$ cat src/common/iosd_pkg.sv
// Package: address map, field positions and access codes for the I/O space decoder
package iosd_pkg;
  localparam int unsigned ADDR_W = 8;
  localparam int unsigned DATA_W = 8;
  // Direct I/O window and data-space mapping
  localparam logic [7:0] IO_DIRECT_MAX = 8'h3f;
  localparam logic [7:0] IO_BIT_MAX = 8'h1f;
  localparam logic [7:0] IO_DATA_OFFSET = 8'h20;
  localparam logic [7:0] EXT_LO = 8'h60;
  // Register offsets (clock_prescale_ctl is a direct I/O address)
  localparam logic [7:0] OFS_CLOCK_PRESCALE_CTL = 8'h02;
  localparam logic [7:0] OFS_CLOCK_SWITCH_CTL_STATUS = 8'h62;
  localparam logic [7:0] OFS_CLOCK_SOURCE_SELECT = 8'h63;
  localparam logic [7:0] OFS_POWER_REDUCTION_CTL = 8'h64;
  localparam logic [7:0] OFS_OSCILLATOR_TRIM = 8'h66;
  localparam logic [7:0] OFS_PIN_CHANGE_IRQ_ENABLE = 8'h68;
  localparam logic [7:0] OFS_EXT_IRQ_SENSE_CTL = 8'h69;
  localparam logic [7:0] OFS_PIN_CHANGE_MASK_LO = 8'h6b;
  localparam logic [7:0] OFS_PIN_CHANGE_MASK_HI = 8'h6c;
  localparam logic [7:0] OFS_COUNTER8_IRQ_MASK = 8'h6e;
  localparam logic [7:0] OFS_COUNTER16_IRQ_MASK = 8'h6f;
  localparam logic [7:0] OFS_ANALOG_MISC_CTL = 8'h77;
  localparam logic [7:0] OFS_CONV_RESULT_LOW = 8'h78;
  localparam logic [7:0] OFS_CONV_RESULT_HIGH = 8'h79;
  localparam logic [7:0] OFS_CONV_CTL_STATUS_A = 8'h7a;
  localparam logic [7:0] OFS_CONV_CTL_STATUS_B = 8'h7b;
  localparam logic [7:0] OFS_CONV_INPUT_SELECT = 8'h7c;
  localparam logic [7:0] OFS_DIGITAL_INPUT_DISABLE_0 = 8'h7e;
  localparam logic [7:0] OFS_DIGITAL_INPUT_DISABLE_1 = 8'h7f;
  localparam logic [7:0] OFS_COUNTER16_CTL_A = 8'h80;
  localparam logic [7:0] OFS_COUNTER16_CTL_B = 8'h81;
  // Implemented-bit masks; other bits store nothing and read zero, except bit 4 clock-ready and done flags
  localparam logic [7:0] MSK_CLOCK_PRESCALE_CTL = 8'hff;
  localparam logic [7:0] MSK_CLOCK_SWITCH_CTL_STATUS = 8'h8f;
  localparam logic [7:0] MSK_CLOCK_SOURCE_SELECT = 8'h7f;
  localparam logic [7:0] MSK_POWER_REDUCTION_CTL = 8'h3f;
  localparam logic [7:0] MSK_OSCILLATOR_TRIM = 8'hff;
  localparam logic [7:0] MSK_PIN_CHANGE_IRQ_ENABLE = 8'h03;
  localparam logic [7:0] MSK_EXT_IRQ_SENSE_CTL = 8'h0f;
  localparam logic [7:0] MSK_PIN_CHANGE_MASK = 8'hff;
  localparam logic [7:0] MSK_COUNTER8_IRQ_MASK = 8'h03;
  localparam logic [7:0] MSK_COUNTER16_IRQ_MASK = 8'h27;
  localparam logic [7:0] MSK_ANALOG_MISC_CTL = 8'h07;
  localparam logic [7:0] MSK_CONV_CTL_STATUS_A = 8'hef;
  localparam logic [7:0] MSK_CONV_CTL_STATUS_B = 8'hf7;
  localparam logic [7:0] MSK_CONV_INPUT_SELECT = 8'hff;
  localparam logic [7:0] MSK_DIGITAL_INPUT_DISABLE_0 = 8'hff;
  localparam logic [7:0] MSK_DIGITAL_INPUT_DISABLE_1 = 8'h07;
  localparam logic [7:0] MSK_COUNTER16_CTL_A = 8'hf3;
  localparam logic [7:0] MSK_COUNTER16_CTL_B = 8'hdf;
  // Field positions
  localparam int unsigned BIT_CLOCK_READY = 4;
  localparam int unsigned BIT_CONV_START = 6;
  localparam int unsigned BIT_CONV_DONE_FLAG = 4;
  localparam int unsigned BIT_RESULT_LEFT_ADJ = 5;
  localparam int unsigned CONV_RES_W = 10;
  localparam logic [7:0] RESET_VALUE = 8'h00;
  // Access kinds issued by the core
  typedef enum logic [2:0] {
    IOSD_OP_NONE = 3'h0,
    IOSD_OP_DATA_LOAD = 3'h1,
    IOSD_OP_DATA_STORE = 3'h2,
    IOSD_OP_IO_IN = 3'h3,
    IOSD_OP_IO_OUT = 3'h4,
    IOSD_OP_SET_BIT = 3'h5,
    IOSD_OP_CLEAR_BIT = 3'h6,
    IOSD_OP_TEST_BIT = 3'h7
  } iosd_op_t;
endpackage : iosd_pkg

$ cat src/hw/iosd_decode.sv
// I/O register space decoder with the clock, power, converter and counter control registers
// Notes on behaviour
// - Bit set and clear on 0x00..0x1F
// - Bit test on 0x00..0x1F
// - Some status flags clear on written one
// - Bit ops touch only the addressed bit
// - Direct I/O uses addresses 0x00..0x3F only
// - Data-space address is I/O address plus 0x20
// - 0x60..0xFF reachable only by data-space access
// - Nonvolatile address bits above top are ignored
`timescale 1ns/1ps
module iosd_decode #(
  parameter int unsigned NV_ADDR_TOP_BIT = 8
) (
  input wire logic ref_clk,
  input wire logic reset_n,
  input wire iosd_pkg::iosd_op_t op,
  input wire logic [iosd_pkg::ADDR_W-1:0] addr,
  input wire logic [2:0] bit_sel,
  input wire logic [iosd_pkg::DATA_W-1:0] wdata,
  input wire logic [iosd_pkg::CONV_RES_W-1:0] conv_result,
  input wire logic conv_done,
  input wire logic clock_ready,
  input wire logic [15:0] nv_addr_in,
  output logic [iosd_pkg::DATA_W-1:0] rdata,
  output logic bit_value,
  output logic ack,
  output logic [15:0] nv_addr_eff,
  output logic [7:0] clock_prescale_ctl,
  output logic [7:0] clock_source_select,
  output logic [7:0] power_reduction_ctl,
  output logic [7:0] oscillator_trim,
  output logic [7:0] conv_ctl_a,
  output logic [7:0] conv_input_select,
  output logic [7:0] counter16_ctl_a,
  output logic [7:0] counter16_ctl_b
);
  import iosd_pkg::*;

  localparam int unsigned NREG = 20;
  localparam logic [7:0] OFS [NREG] = '{
    OFS_CLOCK_PRESCALE_CTL, OFS_CLOCK_SWITCH_CTL_STATUS, OFS_CLOCK_SOURCE_SELECT,
    OFS_POWER_REDUCTION_CTL, OFS_OSCILLATOR_TRIM, OFS_PIN_CHANGE_IRQ_ENABLE,
    OFS_EXT_IRQ_SENSE_CTL, OFS_PIN_CHANGE_MASK_LO, OFS_PIN_CHANGE_MASK_HI,
    OFS_COUNTER8_IRQ_MASK, OFS_COUNTER16_IRQ_MASK, OFS_ANALOG_MISC_CTL,
    OFS_CONV_CTL_STATUS_A, OFS_CONV_CTL_STATUS_B, OFS_CONV_INPUT_SELECT,
    OFS_DIGITAL_INPUT_DISABLE_0, OFS_DIGITAL_INPUT_DISABLE_1, OFS_COUNTER16_CTL_A,
    OFS_COUNTER16_CTL_B, OFS_CONV_RESULT_LOW
  };
  localparam logic [7:0] MSK [NREG] = '{
    MSK_CLOCK_PRESCALE_CTL, MSK_CLOCK_SWITCH_CTL_STATUS, MSK_CLOCK_SOURCE_SELECT,
    MSK_POWER_REDUCTION_CTL, MSK_OSCILLATOR_TRIM, MSK_PIN_CHANGE_IRQ_ENABLE,
    MSK_EXT_IRQ_SENSE_CTL, MSK_PIN_CHANGE_MASK, MSK_PIN_CHANGE_MASK,
    MSK_COUNTER8_IRQ_MASK, MSK_COUNTER16_IRQ_MASK, MSK_ANALOG_MISC_CTL,
    MSK_CONV_CTL_STATUS_A, MSK_CONV_CTL_STATUS_B, MSK_CONV_INPUT_SELECT,
    MSK_DIGITAL_INPUT_DISABLE_0, MSK_DIGITAL_INPUT_DISABLE_1, MSK_COUNTER16_CTL_A,
    MSK_COUNTER16_CTL_B, 8'h00
  };
  localparam int unsigned IX_CLKSW = 1;
  localparam int unsigned IX_CONV_A = 12;
  localparam int unsigned IX_CONV_MUX = 14;
  localparam int unsigned NSTORE = 19;
  localparam logic [7:0] PSC_DATA_ADDR = 8'(OFS_CLOCK_PRESCALE_CTL + IO_DATA_OFFSET);

  // Maps an access to a data-space address; direct I/O adds the fixed offset
  function automatic logic [8:0] space_addr(input iosd_op_t o, input logic [7:0] a);
    logic direct;
    direct = (o == IOSD_OP_IO_IN) || (o == IOSD_OP_IO_OUT) || (o == IOSD_OP_SET_BIT) ||
             (o == IOSD_OP_CLEAR_BIT) || (o == IOSD_OP_TEST_BIT);
    if (direct) begin
      space_addr = {1'b0, a} + {1'b0, IO_DATA_OFFSET};
    end else begin
      space_addr = {1'b0, a};
    end
  endfunction : space_addr

  logic [7:0] regs_reg [NSTORE];
  logic [7:0] regs_next [NSTORE];
  logic conv_done_s1_reg;
  logic conv_done_s2_reg;
  logic conv_done_d_reg;
  logic clk_rdy_s1_reg;
  logic clk_rdy_s2_reg;
  logic [CONV_RES_W-1:0] res_s1_reg;
  logic [CONV_RES_W-1:0] res_s2_reg;
  logic [7:0] rdata_reg;
  logic [7:0] rdata_next;
  logic bit_value_reg;
  logic bit_value_next;
  logic ack_reg;
  logic ack_next;
  logic [15:0] nv_addr_reg;
  logic [15:0] nv_addr_next;

  logic direct_op;
  logic bit_op;
  logic legal;
  logic [8:0] daddr;
  logic [7:0] daddr8;
  logic [NREG-1:0] hit;
  logic [7:0] read_val;
  logic [7:0] res_lo;
  logic [7:0] res_hi;
  logic done_rise;

  always_comb begin
    direct_op = (op == IOSD_OP_IO_IN) || (op == IOSD_OP_IO_OUT) ||
                (op == IOSD_OP_SET_BIT) || (op == IOSD_OP_CLEAR_BIT) ||
                (op == IOSD_OP_TEST_BIT);
    bit_op = (op == IOSD_OP_SET_BIT) || (op == IOSD_OP_CLEAR_BIT) || (op == IOSD_OP_TEST_BIT);
    legal = 1'b1;
    if (direct_op && (addr > IO_DIRECT_MAX)) begin
      legal = 1'b0;
    end
    if (bit_op && (addr > IO_BIT_MAX)) begin
      legal = 1'b0;
    end
    daddr = space_addr(op, addr);
    daddr8 = daddr[7:0];
  end

  // Address hit per register; the prescaler is also seen at its data-space alias
  generate
    for (genvar g = 0; g < NREG; g++) begin : g_hit
      if (g == 0) begin : g_io
        assign hit[g] = legal && (op != IOSD_OP_NONE) && !daddr[8] &&
                        (daddr8 == PSC_DATA_ADDR);
      end else begin : g_ext
        assign hit[g] = legal && !direct_op && (op != IOSD_OP_NONE) &&
                        !daddr[8] && (daddr8 == OFS[g]);
      end
    end
  endgenerate

  always_comb begin
    res_lo = regs_reg[IX_CONV_MUX][BIT_RESULT_LEFT_ADJ] ? {res_s2_reg[1:0], 6'h00}
                                                        : res_s2_reg[7:0];
    res_hi = regs_reg[IX_CONV_MUX][BIT_RESULT_LEFT_ADJ] ? res_s2_reg[9:2]
                                                        : {6'h00, res_s2_reg[9:8]};
    read_val = 8'h00;
    for (int i = 0; i < NSTORE; i++) begin
      if (hit[i]) begin
        read_val = regs_reg[i] & MSK[i];
      end
    end
    if (hit[IX_CLKSW]) begin
      read_val[BIT_CLOCK_READY] = clk_rdy_s2_reg;
    end
    if (hit[IX_CONV_A]) begin
      read_val[BIT_CONV_DONE_FLAG] = regs_reg[IX_CONV_A][BIT_CONV_DONE_FLAG];
    end
    if (hit[NSTORE]) begin
      read_val = res_lo;
    end
    if (legal && !direct_op && (daddr == {1'b0, OFS_CONV_RESULT_HIGH})) begin
      read_val = res_hi;
    end
  end

  assign done_rise = conv_done_s2_reg && !conv_done_d_reg;

  always_comb begin
    for (int i = 0; i < NSTORE; i++) begin
      regs_next[i] = regs_reg[i];
      if (hit[i]) begin
        case (op)
          IOSD_OP_DATA_STORE, IOSD_OP_IO_OUT: regs_next[i] = wdata & MSK[i];
          IOSD_OP_SET_BIT: regs_next[i][bit_sel] = MSK[i][bit_sel];
          IOSD_OP_CLEAR_BIT: regs_next[i][bit_sel] = 1'b0;
          default: regs_next[i] = regs_reg[i];
        endcase
      end
    end
    // Done flag: written one clears it, zero keeps it, a new event wins
    regs_next[IX_CONV_A][BIT_CONV_DONE_FLAG] = regs_reg[IX_CONV_A][BIT_CONV_DONE_FLAG];
    if (hit[IX_CONV_A] && ((op == IOSD_OP_DATA_STORE) || (op == IOSD_OP_IO_OUT)) &&
        wdata[BIT_CONV_DONE_FLAG]) begin
      regs_next[IX_CONV_A][BIT_CONV_DONE_FLAG] = 1'b0;
    end
    if (done_rise) begin
      regs_next[IX_CONV_A][BIT_CONV_DONE_FLAG] = 1'b1;
      regs_next[IX_CONV_A][BIT_CONV_START] = 1'b0;
    end
    regs_next[IX_CLKSW][BIT_CLOCK_READY] = 1'b0;
  end

  always_comb begin
    rdata_next = rdata_reg;
    bit_value_next = bit_value_reg;
    ack_next = (op != IOSD_OP_NONE);
    if ((op == IOSD_OP_DATA_LOAD) || (op == IOSD_OP_IO_IN)) begin
      rdata_next = read_val;
    end
    if (op == IOSD_OP_TEST_BIT) begin
      bit_value_next = legal ? read_val[bit_sel] : 1'b0;
    end
    nv_addr_next = nv_addr_in & 16'((32'h1 << (NV_ADDR_TOP_BIT + 1)) - 1);
  end

  always_ff @(posedge ref_clk or negedge reset_n) begin
    if (!reset_n) begin
      for (int i = 0; i < NSTORE; i++) begin
        regs_reg[i] <= RESET_VALUE;
      end
      conv_done_s1_reg <= 1'b0;
      conv_done_s2_reg <= 1'b0;
      conv_done_d_reg <= 1'b0;
      clk_rdy_s1_reg <= 1'b0;
      clk_rdy_s2_reg <= 1'b0;
      res_s1_reg <= '0;
      res_s2_reg <= '0;
      rdata_reg <= 8'h00;
      bit_value_reg <= 1'b0;
      ack_reg <= 1'b0;
      nv_addr_reg <= 16'h0000;
    end else begin
      regs_reg <= regs_next;
      conv_done_s1_reg <= conv_done;
      conv_done_s2_reg <= conv_done_s1_reg;
      conv_done_d_reg <= conv_done_s2_reg;
      clk_rdy_s1_reg <= clock_ready;
      clk_rdy_s2_reg <= clk_rdy_s1_reg;
      res_s1_reg <= conv_result;
      res_s2_reg <= res_s1_reg;
      rdata_reg <= rdata_next;
      bit_value_reg <= bit_value_next;
      ack_reg <= ack_next;
      nv_addr_reg <= nv_addr_next;
    end
  end

  assign rdata = rdata_reg;
  assign bit_value = bit_value_reg;
  assign ack = ack_reg;
  assign nv_addr_eff = nv_addr_reg;
  assign clock_prescale_ctl = regs_reg[0];
  assign clock_source_select = regs_reg[2];
  assign power_reduction_ctl = regs_reg[3];
  assign oscillator_trim = regs_reg[4];
  assign conv_ctl_a = regs_reg[IX_CONV_A];
  assign conv_input_select = regs_reg[IX_CONV_MUX];
  assign counter16_ctl_a = regs_reg[17];
  assign counter16_ctl_b = regs_reg[18];
endmodule : iosd_decode

$ cat config.mk
export PLATFORM = sky130hd
export DESIGN_NAME = iosd_decode
export DESIGN_NICKNAME = d
export VERILOG_FILES = /design/src/common/iosd_pkg.sv /design/src/hw/iosd_decode.sv
export SDC_FILE = /design/constraint.sdc
export NUM_CORES = 1
export LEC_CHECK = 0
export ABC_AREA = 1
export BUFFER_PORTS_ARGS = -buffer_cell sky130_fd_sc_hd__clkbuf_2
export CAP_MARGIN = 25
export CORE_MARGIN = 8
export CORE_UTILIZATION = 40
export DETAILED_ROUTE_END_ITERATION = 12
export PLACE_DENSITY = 0.66
export SYNTH_ARGS = -nofsm -noshare
export SYNTH_HDL_FRONTEND = slang
export SYNTH_SLANG_ARGS = --single-unit
$ cat constraint.sdc
create_clock -name ref_clk -period 1.65 [get_ports ref_clk]
set_clock_uncertainty 0.1 [all_clocks]
set_input_delay 0.33 -clock ref_clk [delete_from_list [all_inputs] [get_ports ref_clk]]
set_output_delay 0.33 -clock ref_clk [all_outputs]
set_load 0.02 [all_outputs]
# ---- Yosys cells after proc, flatten, opt, wreduce, memory -nomap -nowiden
# Memory sizes are Yosys's and may differ from the RTL's.
# Cells that the tools add are included.
dict set report classes {
  reduce_logical 69
  n_eq_ne 28
  muxes 87
  bitwise 20
  order_cmp 4
  addsub 1
}
# cell n
set ops {}
lappend ops {{8-bit case mux with 3 select lines} 19}
lappend ops {{8-bit two-way mux} 23}
lappend ops {{8-bit AND} 19}
lappend ops {{8-bit bitwise mux} 19}
lappend ops {{8-bit by 7-bit equality test with 1-bit output (second input constant)} 17}
lappend ops {{2-bit AND reduction} 20}
lappend ops {{1-bit logical AND} 32}
lappend ops {{1-bit two-way mux} 22}
lappend ops {{8-bit equality test (second input constant)} 2}
lappend ops {{3-bit equality test (second input constant)} 4}
lappend ops {{8-bit by 6-bit adder with 9-bit output (second input constant)} 1}
lappend ops {{9-bit by 7-bit equality test with 1-bit output (second input constant)} 1}
lappend ops {{9-bit two-way mux} 1}
lappend ops {{8-bit by 6-bit equality test with 1-bit output (second input constant)} 1}
lappend ops {{8-bit by 5-bit > comparator with 1-bit output (second input constant)} 1}
lappend ops {{8-bit by 6-bit > comparator with 1-bit output (second input constant)} 1}
lappend ops {{1-bit logical OR} 8}
lappend ops {{8-bit NOT} 1}
lappend ops {{7-bit two-way mux} 1}
lappend ops {{3-bit by 2-bit equality test with 1-bit output (second input constant)} 2}
lappend ops {{3-bit nonzero test} 2}
lappend ops {{3-bit by 4-bit less-than comparator with 1-bit output (second input constant)} 1}
lappend ops {{2-bit nonzero test} 2}
lappend ops {{4-bit nonzero test} 1}
lappend ops {{6 further kinds} 8}
dict set report totals {
  elab_cells 253
  memories 12
  output_inout_bits 90
  register_bits 195
  mem_bits_ro 96
  inputBits 52
}
# name depth width read_ports rd_ports_with_merged_regs wr line_no
set mem_list {}
lappend mem_list {{(name not given)} 8 1 1 0 0 iosd_decode.sv:168} ;# IOSD_OP_SET_BIT: regs_next[i][bit_sel] = MSK[i][bit_sel];
lappend mem_list {{(name not given)} 8 1 1 0 0 iosd_decode.sv:168}
lappend mem_list {{(name not given)} 8 1 1 0 0 iosd_decode.sv:168}
lappend mem_list {{(name not given)} 8 1 1 0 0 iosd_decode.sv:168}
lappend mem_list {{(name not given)} 8 1 1 0 0 iosd_decode.sv:168}
lappend mem_list {{(name not given)} 8 1 1 0 0 iosd_decode.sv:168}
lappend mem_list {{+6 memories} -- -- -- -- -- --}

# ---- Longest topological paths before layout
dict set report logic_depth {
  ltp_word 37
  mapped_depth 27
  depth_no_buf 27
}

# ---- Worst setup path before layout
# Ideal clock, no wire load.
dict set report synth_path {
  path_kind {input to register}
  from {in addr[5] (netlist name)}
  to {reg bit_value_reg, in the netlist bit_value}
  slack_ns -0.820
  path_stages 19
  t_required_ns 1.433
  path_buffers 1
  t_arrival_ns 2.253
  setup_ns 0.117
  path_cell_list {ha_1 inv_1 nand2_1 nand2_1 nor2_4 nand2_2 buf_6 nor3_4 inv_2 o21ai_0 inv_1 nand2_1 nand4_1 o21ai_1 nand3b_1 a21oi_1 a21oi_1 nand3_1 nand2_1}
}
dict set report synth_via {
  elab_chain_cells 33
  word_cells_on_any_way 82
  cone_classes {add/sub: 1; order compare: 2; eq/ne: 21; mux: 29; reduce/logical: 29}
}
# item line_no
set synth_lines {}
lappend synth_lines {{start: declaration} iosd_decode.sv:18} ;# input wire logic [iosd_pkg::ADDR_W-1:0] addr,
lappend synth_lines {{8-bit by 6-bit > comparator with 1-bit output} iosd_decode.sv:112} ;# if (direct_op && (addr > IO_DIRECT_MAX)) begin
lappend synth_lines {{1-bit logical AND} iosd_decode.sv:112}
lappend synth_lines {{1-bit two-way mux} iosd_decode.sv:112}
lappend synth_lines {{1-bit two-way mux} iosd_decode.sv:115} ;# if (bit_op && (addr > IO_BIT_MAX)) begin
lappend synth_lines {{1-bit logical AND (on tied branches)} {iosd_decode.sv:126, iosd_decode.sv:129, iosd_decode.sv:155}}
lappend synth_lines {{1-bit logical AND (on tied branches) (2 in a row)} {iosd_decode.sv:126, iosd_decode.sv:129}}
lappend synth_lines {{8-bit two-way mux or 1-bit logical AND (tied branches)} {iosd_decode.sv:142, iosd_decode.sv:130}}
lappend synth_lines {{8-bit two-way mux (18 in a row)} iosd_decode.sv:142} ;# if (hit[i]) begin
lappend synth_lines {{1-bit two-way mux} iosd_decode.sv:146} ;# if (hit[IX_CLKSW]) begin
lappend synth_lines {{1-bit two-way mux} iosd_decode.sv:149} ;# if (hit[IX_CONV_A]) begin
lappend synth_lines {{8-bit two-way mux} iosd_decode.sv:152} ;# if (hit[NSTORE]) begin
lappend synth_lines {{8-bit two-way mux} iosd_decode.sv:155} ;# if (legal && !direct_op && (daddr == {1'b0, OFS_CONV_RESULT_HIGH})) begin
lappend synth_lines {{1-bit binary-select mux with 3-bit select} iosd_decode.sv:195} ;# bit_value_next = legal ? read_val[bit_sel] : 1'b0;
lappend synth_lines {{1-bit two-way mux (not written as such)} iosd_decode.sv:195}
lappend synth_lines {{1-bit two-way mux *} iosd_decode.sv:195}
lappend synth_lines {{end signal: assignment} iosd_decode.sv:226} ;# bit_value_reg <= bit_value_next;
lappend synth_lines {{end: declaration} iosd_decode.sv:88} ;# logic bit_value_reg;
# Every way passes the cells marked *; elsewhere a longest branch is shown, timed or not. The select of a mux whose other input is x is not followed.
# A chain may end at the register's enable or synchronous reset.

# ---- Final worst setup path
dict set report layout_path {
  from {in addr[6] (netlist name)}
  to {reg bit_value_reg, in the netlist bit_value}
}
# Same word-level chain as after synthesis.

==> out/summary.txt <==
Status = finished with violations
Violated checks = setup timing
Setup crit end kind = flip-flop
Critical Path AT = 2.94 ns
Area grow syn2layout = 57.8%
Via count = 9448
Synth area leaders = dfrtp_1, nand2_1, o21ai_0
Largest net degree at the start of global routing = 40
HP Class = in -> reg
Clk sinks = 162
Post-synthesis cell type count = 47
GR Util met2 = 0.420
EDFF count, synth = 0
CTS Root Cell = clkbuf_16
Overflow after GRT = 0
# nets final = 1602
PD cells = 731 nW/µm²
RSZ-0062 raised after global routing = true
Sequential cell area = 4050 µm²
Final Hold Vio Count = 0
Post-synth top area share = 0.452
Setup CP Type = in -> reg
GPL Wtd Cong = 0.970
Max IR drop VDD = 0.000656 V
Met3 Use GR = 0.0523
TritonCTS clock tree = done
Final setup vio count = 92
Synth Flop Type = dfrtp_1
Antenna violations before repair = 0
Largest register FFs = 54
Post-synthesis instance area = 8970 µm²
FF+latch count, synth = 162
Core ar. = 22400 µm²
Io pins = 142
Synth async-reset ratio = 1.00
Worst-path clk slew = 0.07 ns
Met1 Resource Use GR = 0.315
Crit path time final = 2.66 ns
Type of origin of the critical path = primary input
Total CTS buffers = 17
HPWL Detailed = 27000 µm
Area leader, netlist = dfrtp_1
Remaining antenna violation count after routing = 0
Yosys Warn Count = 0
Vias in the first global route = 9330
Synth Instances = 1155
Pleak = 7.46 nW
Footprint of the multi-input gates = 4840 µm²
Routed WL per cell = 19.4 µm
Slew @ Worst Pin = 0.526 ns
Final WS setup = -1.01 ns
Die ar. = 27500 µm²
Number of max-cap violations = 0
Vias per cell = 5.12
Cell Rows = 55
GRT Util Overall = 0.252
CTS Buffer Depth = 2
Fin crit share = 1.61
Crit Path Max Fanout = 3
Share of cells above drive strength 1 = 0.468
Die Ht = 166 µm
Syn Area/Cell = 7.77 µm²
Total power = 0.0104 W
First-pass GRT wire length = 53500 µm
GRT Max-Usage Layer = met2
Max transition margin = 0.649
Initial core utilization = 0.401
DRC viols = 0
Chip width = 166 µm
Filler instances = 1904
Clock Latency Late Sink = 0.44 ns
CTS H-tree depth = 4
Final Max Tran Viols = 0
Max Clk Rate = 0.376 GHz
PortBufs = 127
Setup Total Neg Slack = -19.32 ns
TritonRoute pass-1 iters = 6
DR iter-0 viols = 866
Post-Route WL = 35800 µm
CP required = 1.93 ns
Inserted Diodes = 0
Post-synthesis sequential area ratio = 0.452
what timing repair did:
action,4_1_cts,5_1_grt
setup buffers,25,33
gates cloned,0,2
gates resized for setup,102,242
hold endpoints to repair,52,0
pin swaps,42,91
setup endpoints to repair,113,125
hold buffers,22,0
logic make-up after synthesis:
| kind of cell | Yosys count | synth area share |
|---|---|---|
| AOI/OAI and AO/OA | 212 | 0.123 |
| buffers and inverters | 256 | 0.141 |
| other | 1 | 0.000418 |
| and+or+nand+nor | 503 | 0.260 |
| adders and majority gates | 1 | 0.00139 |
| muxes | 20 | 0.0226 |
| DFF | 162 | 0.452 |
cell usage after synthesis (3+ instances only):
cell type,instances
nor3_1,19
a21oi_1,51
o21ai_1,13
nand2_1,290
nand2_2,9
dfrtp_1,162
or2_0,3
inv_2,8
nor2_2,3
nor2_4,3
nand3b_1,7
buf_6,4
buf_4,72
nand2_4,5
nand4_1,10
o21ai_0,132
mux2i_1,18
nor3_4,4
nor3_2,8
nand3_1,58
or2_2,4
clkbuf_1,12
a31oi_1,3
inv_1,160
nor2_1,69
placed cells by master (no fill, tap or decap), types with 37 or more instances in the layout:
cell / n
buf_4: 233
nand2_1: 226
dfrtp_1: 162
inv_1: 133
clkbuf_2: 120
o21ai_0: 65
buf_6: 61
nor2_1: 46
nand2_2: 46
o21ai_1: 42
a21oi_1: 40
o21ai_2: 37
metrics by stage:
step	utilization	std cells	worst slack [ns]	hold slack, ns	area, µm²
final	0.633	1847	-1.01	0.120	14200
after global routing	0.633	1847	-1.17	0.126	14200
after CTS	0.587	1820	-1.02	0.113	13100
after detailed placement	0.525	1744	-1.63	0.173	11700
after global placement	0.525	1744	-1.58	0.172	11700
after floorplan	-	1161	-0.737	-0.0656	9380
area by class of cell:
type                       count  area share
clock buffer                  18      0.0310
clock inverter                14      0.0137
inverter                     168      0.0480
multi-input combinational    744       0.342
sequential                   162       0.286
tap                          285      0.0252
timing repair buffer         455       0.253
timing repair inverter         1    0.000619
worst max-delay path, stage by stage:
cell and delay, ns:
buf_8 0.10, ha_4 0.15, nand2_2 0.07, nand2_2 0.06, nand2_4 0.08, nand2_4 0.07
nor2_4 0.18, nand2_4 0.08, nor2_4 0.12, nand2_2 0.07, buf_6 0.11, o211ai_1 0.27
o21ai_1 0.13, nand2_1 0.10, nand2_2 0.08, nand4_1 0.12, nand2_1 0.08, nand3b_1 0.13
nand2_2 0.08, nand2_2 0.07, nand2_2 0.05, nand2_1 0.06, nand2_1 0.06, a21oi_2 0.13
nand3_1 0.08, nand2_1 0.06
final timing paths:
kind | slack [ns] | end | depth (start not counted) | start
setup / recovery | -1.01 | bit_value$_DFFE_PN0P_ | 26 | addr[6]
hold reg to reg | 0.25 | res_s2_reg[0]$_DFF_PN0_ | 0 | res_s1_reg[0]$_DFF_PN0_
max in group asynchronous | 0.59 | power_reduction_ctl[6]$_DFFE_PN0P_ | 3 | reset_n
setup reg to reg | -0.56 | bit_value$_DFFE_PN0P_ | 20 | power_reduction_ctl[4]$_DFFE_PN0P_
min in group asynchronous | 0.28 | nv_addr_eff[5]$_DFF_PN0_ | 2 | reset_n
hold / removal | 0.12 | conv_ctl_a[4]$_DFFE_PN0P_ | 4 | wdata[4]
routing by layer:
metal / share of wire / vias up / wire (µm)
met5: 0 / - / 0
met3: 0.070 / 87 / 2500
met1: 0.41 / 4539 / 14700
met4: 0.039 / 0 / 1400
li1: - / 4436 / -
met2: 0.48 / 386 / 17200
power breakdown:
group / switching, W / internal [W]
clock: 0.00192 / 0.00249
combinational: 0.00105 / 0.000713
sequential: 0.0000833 / 0.00410
total: 0.00305 / 0.00730
No activity file was read; power rests on OpenSTA's default activity.
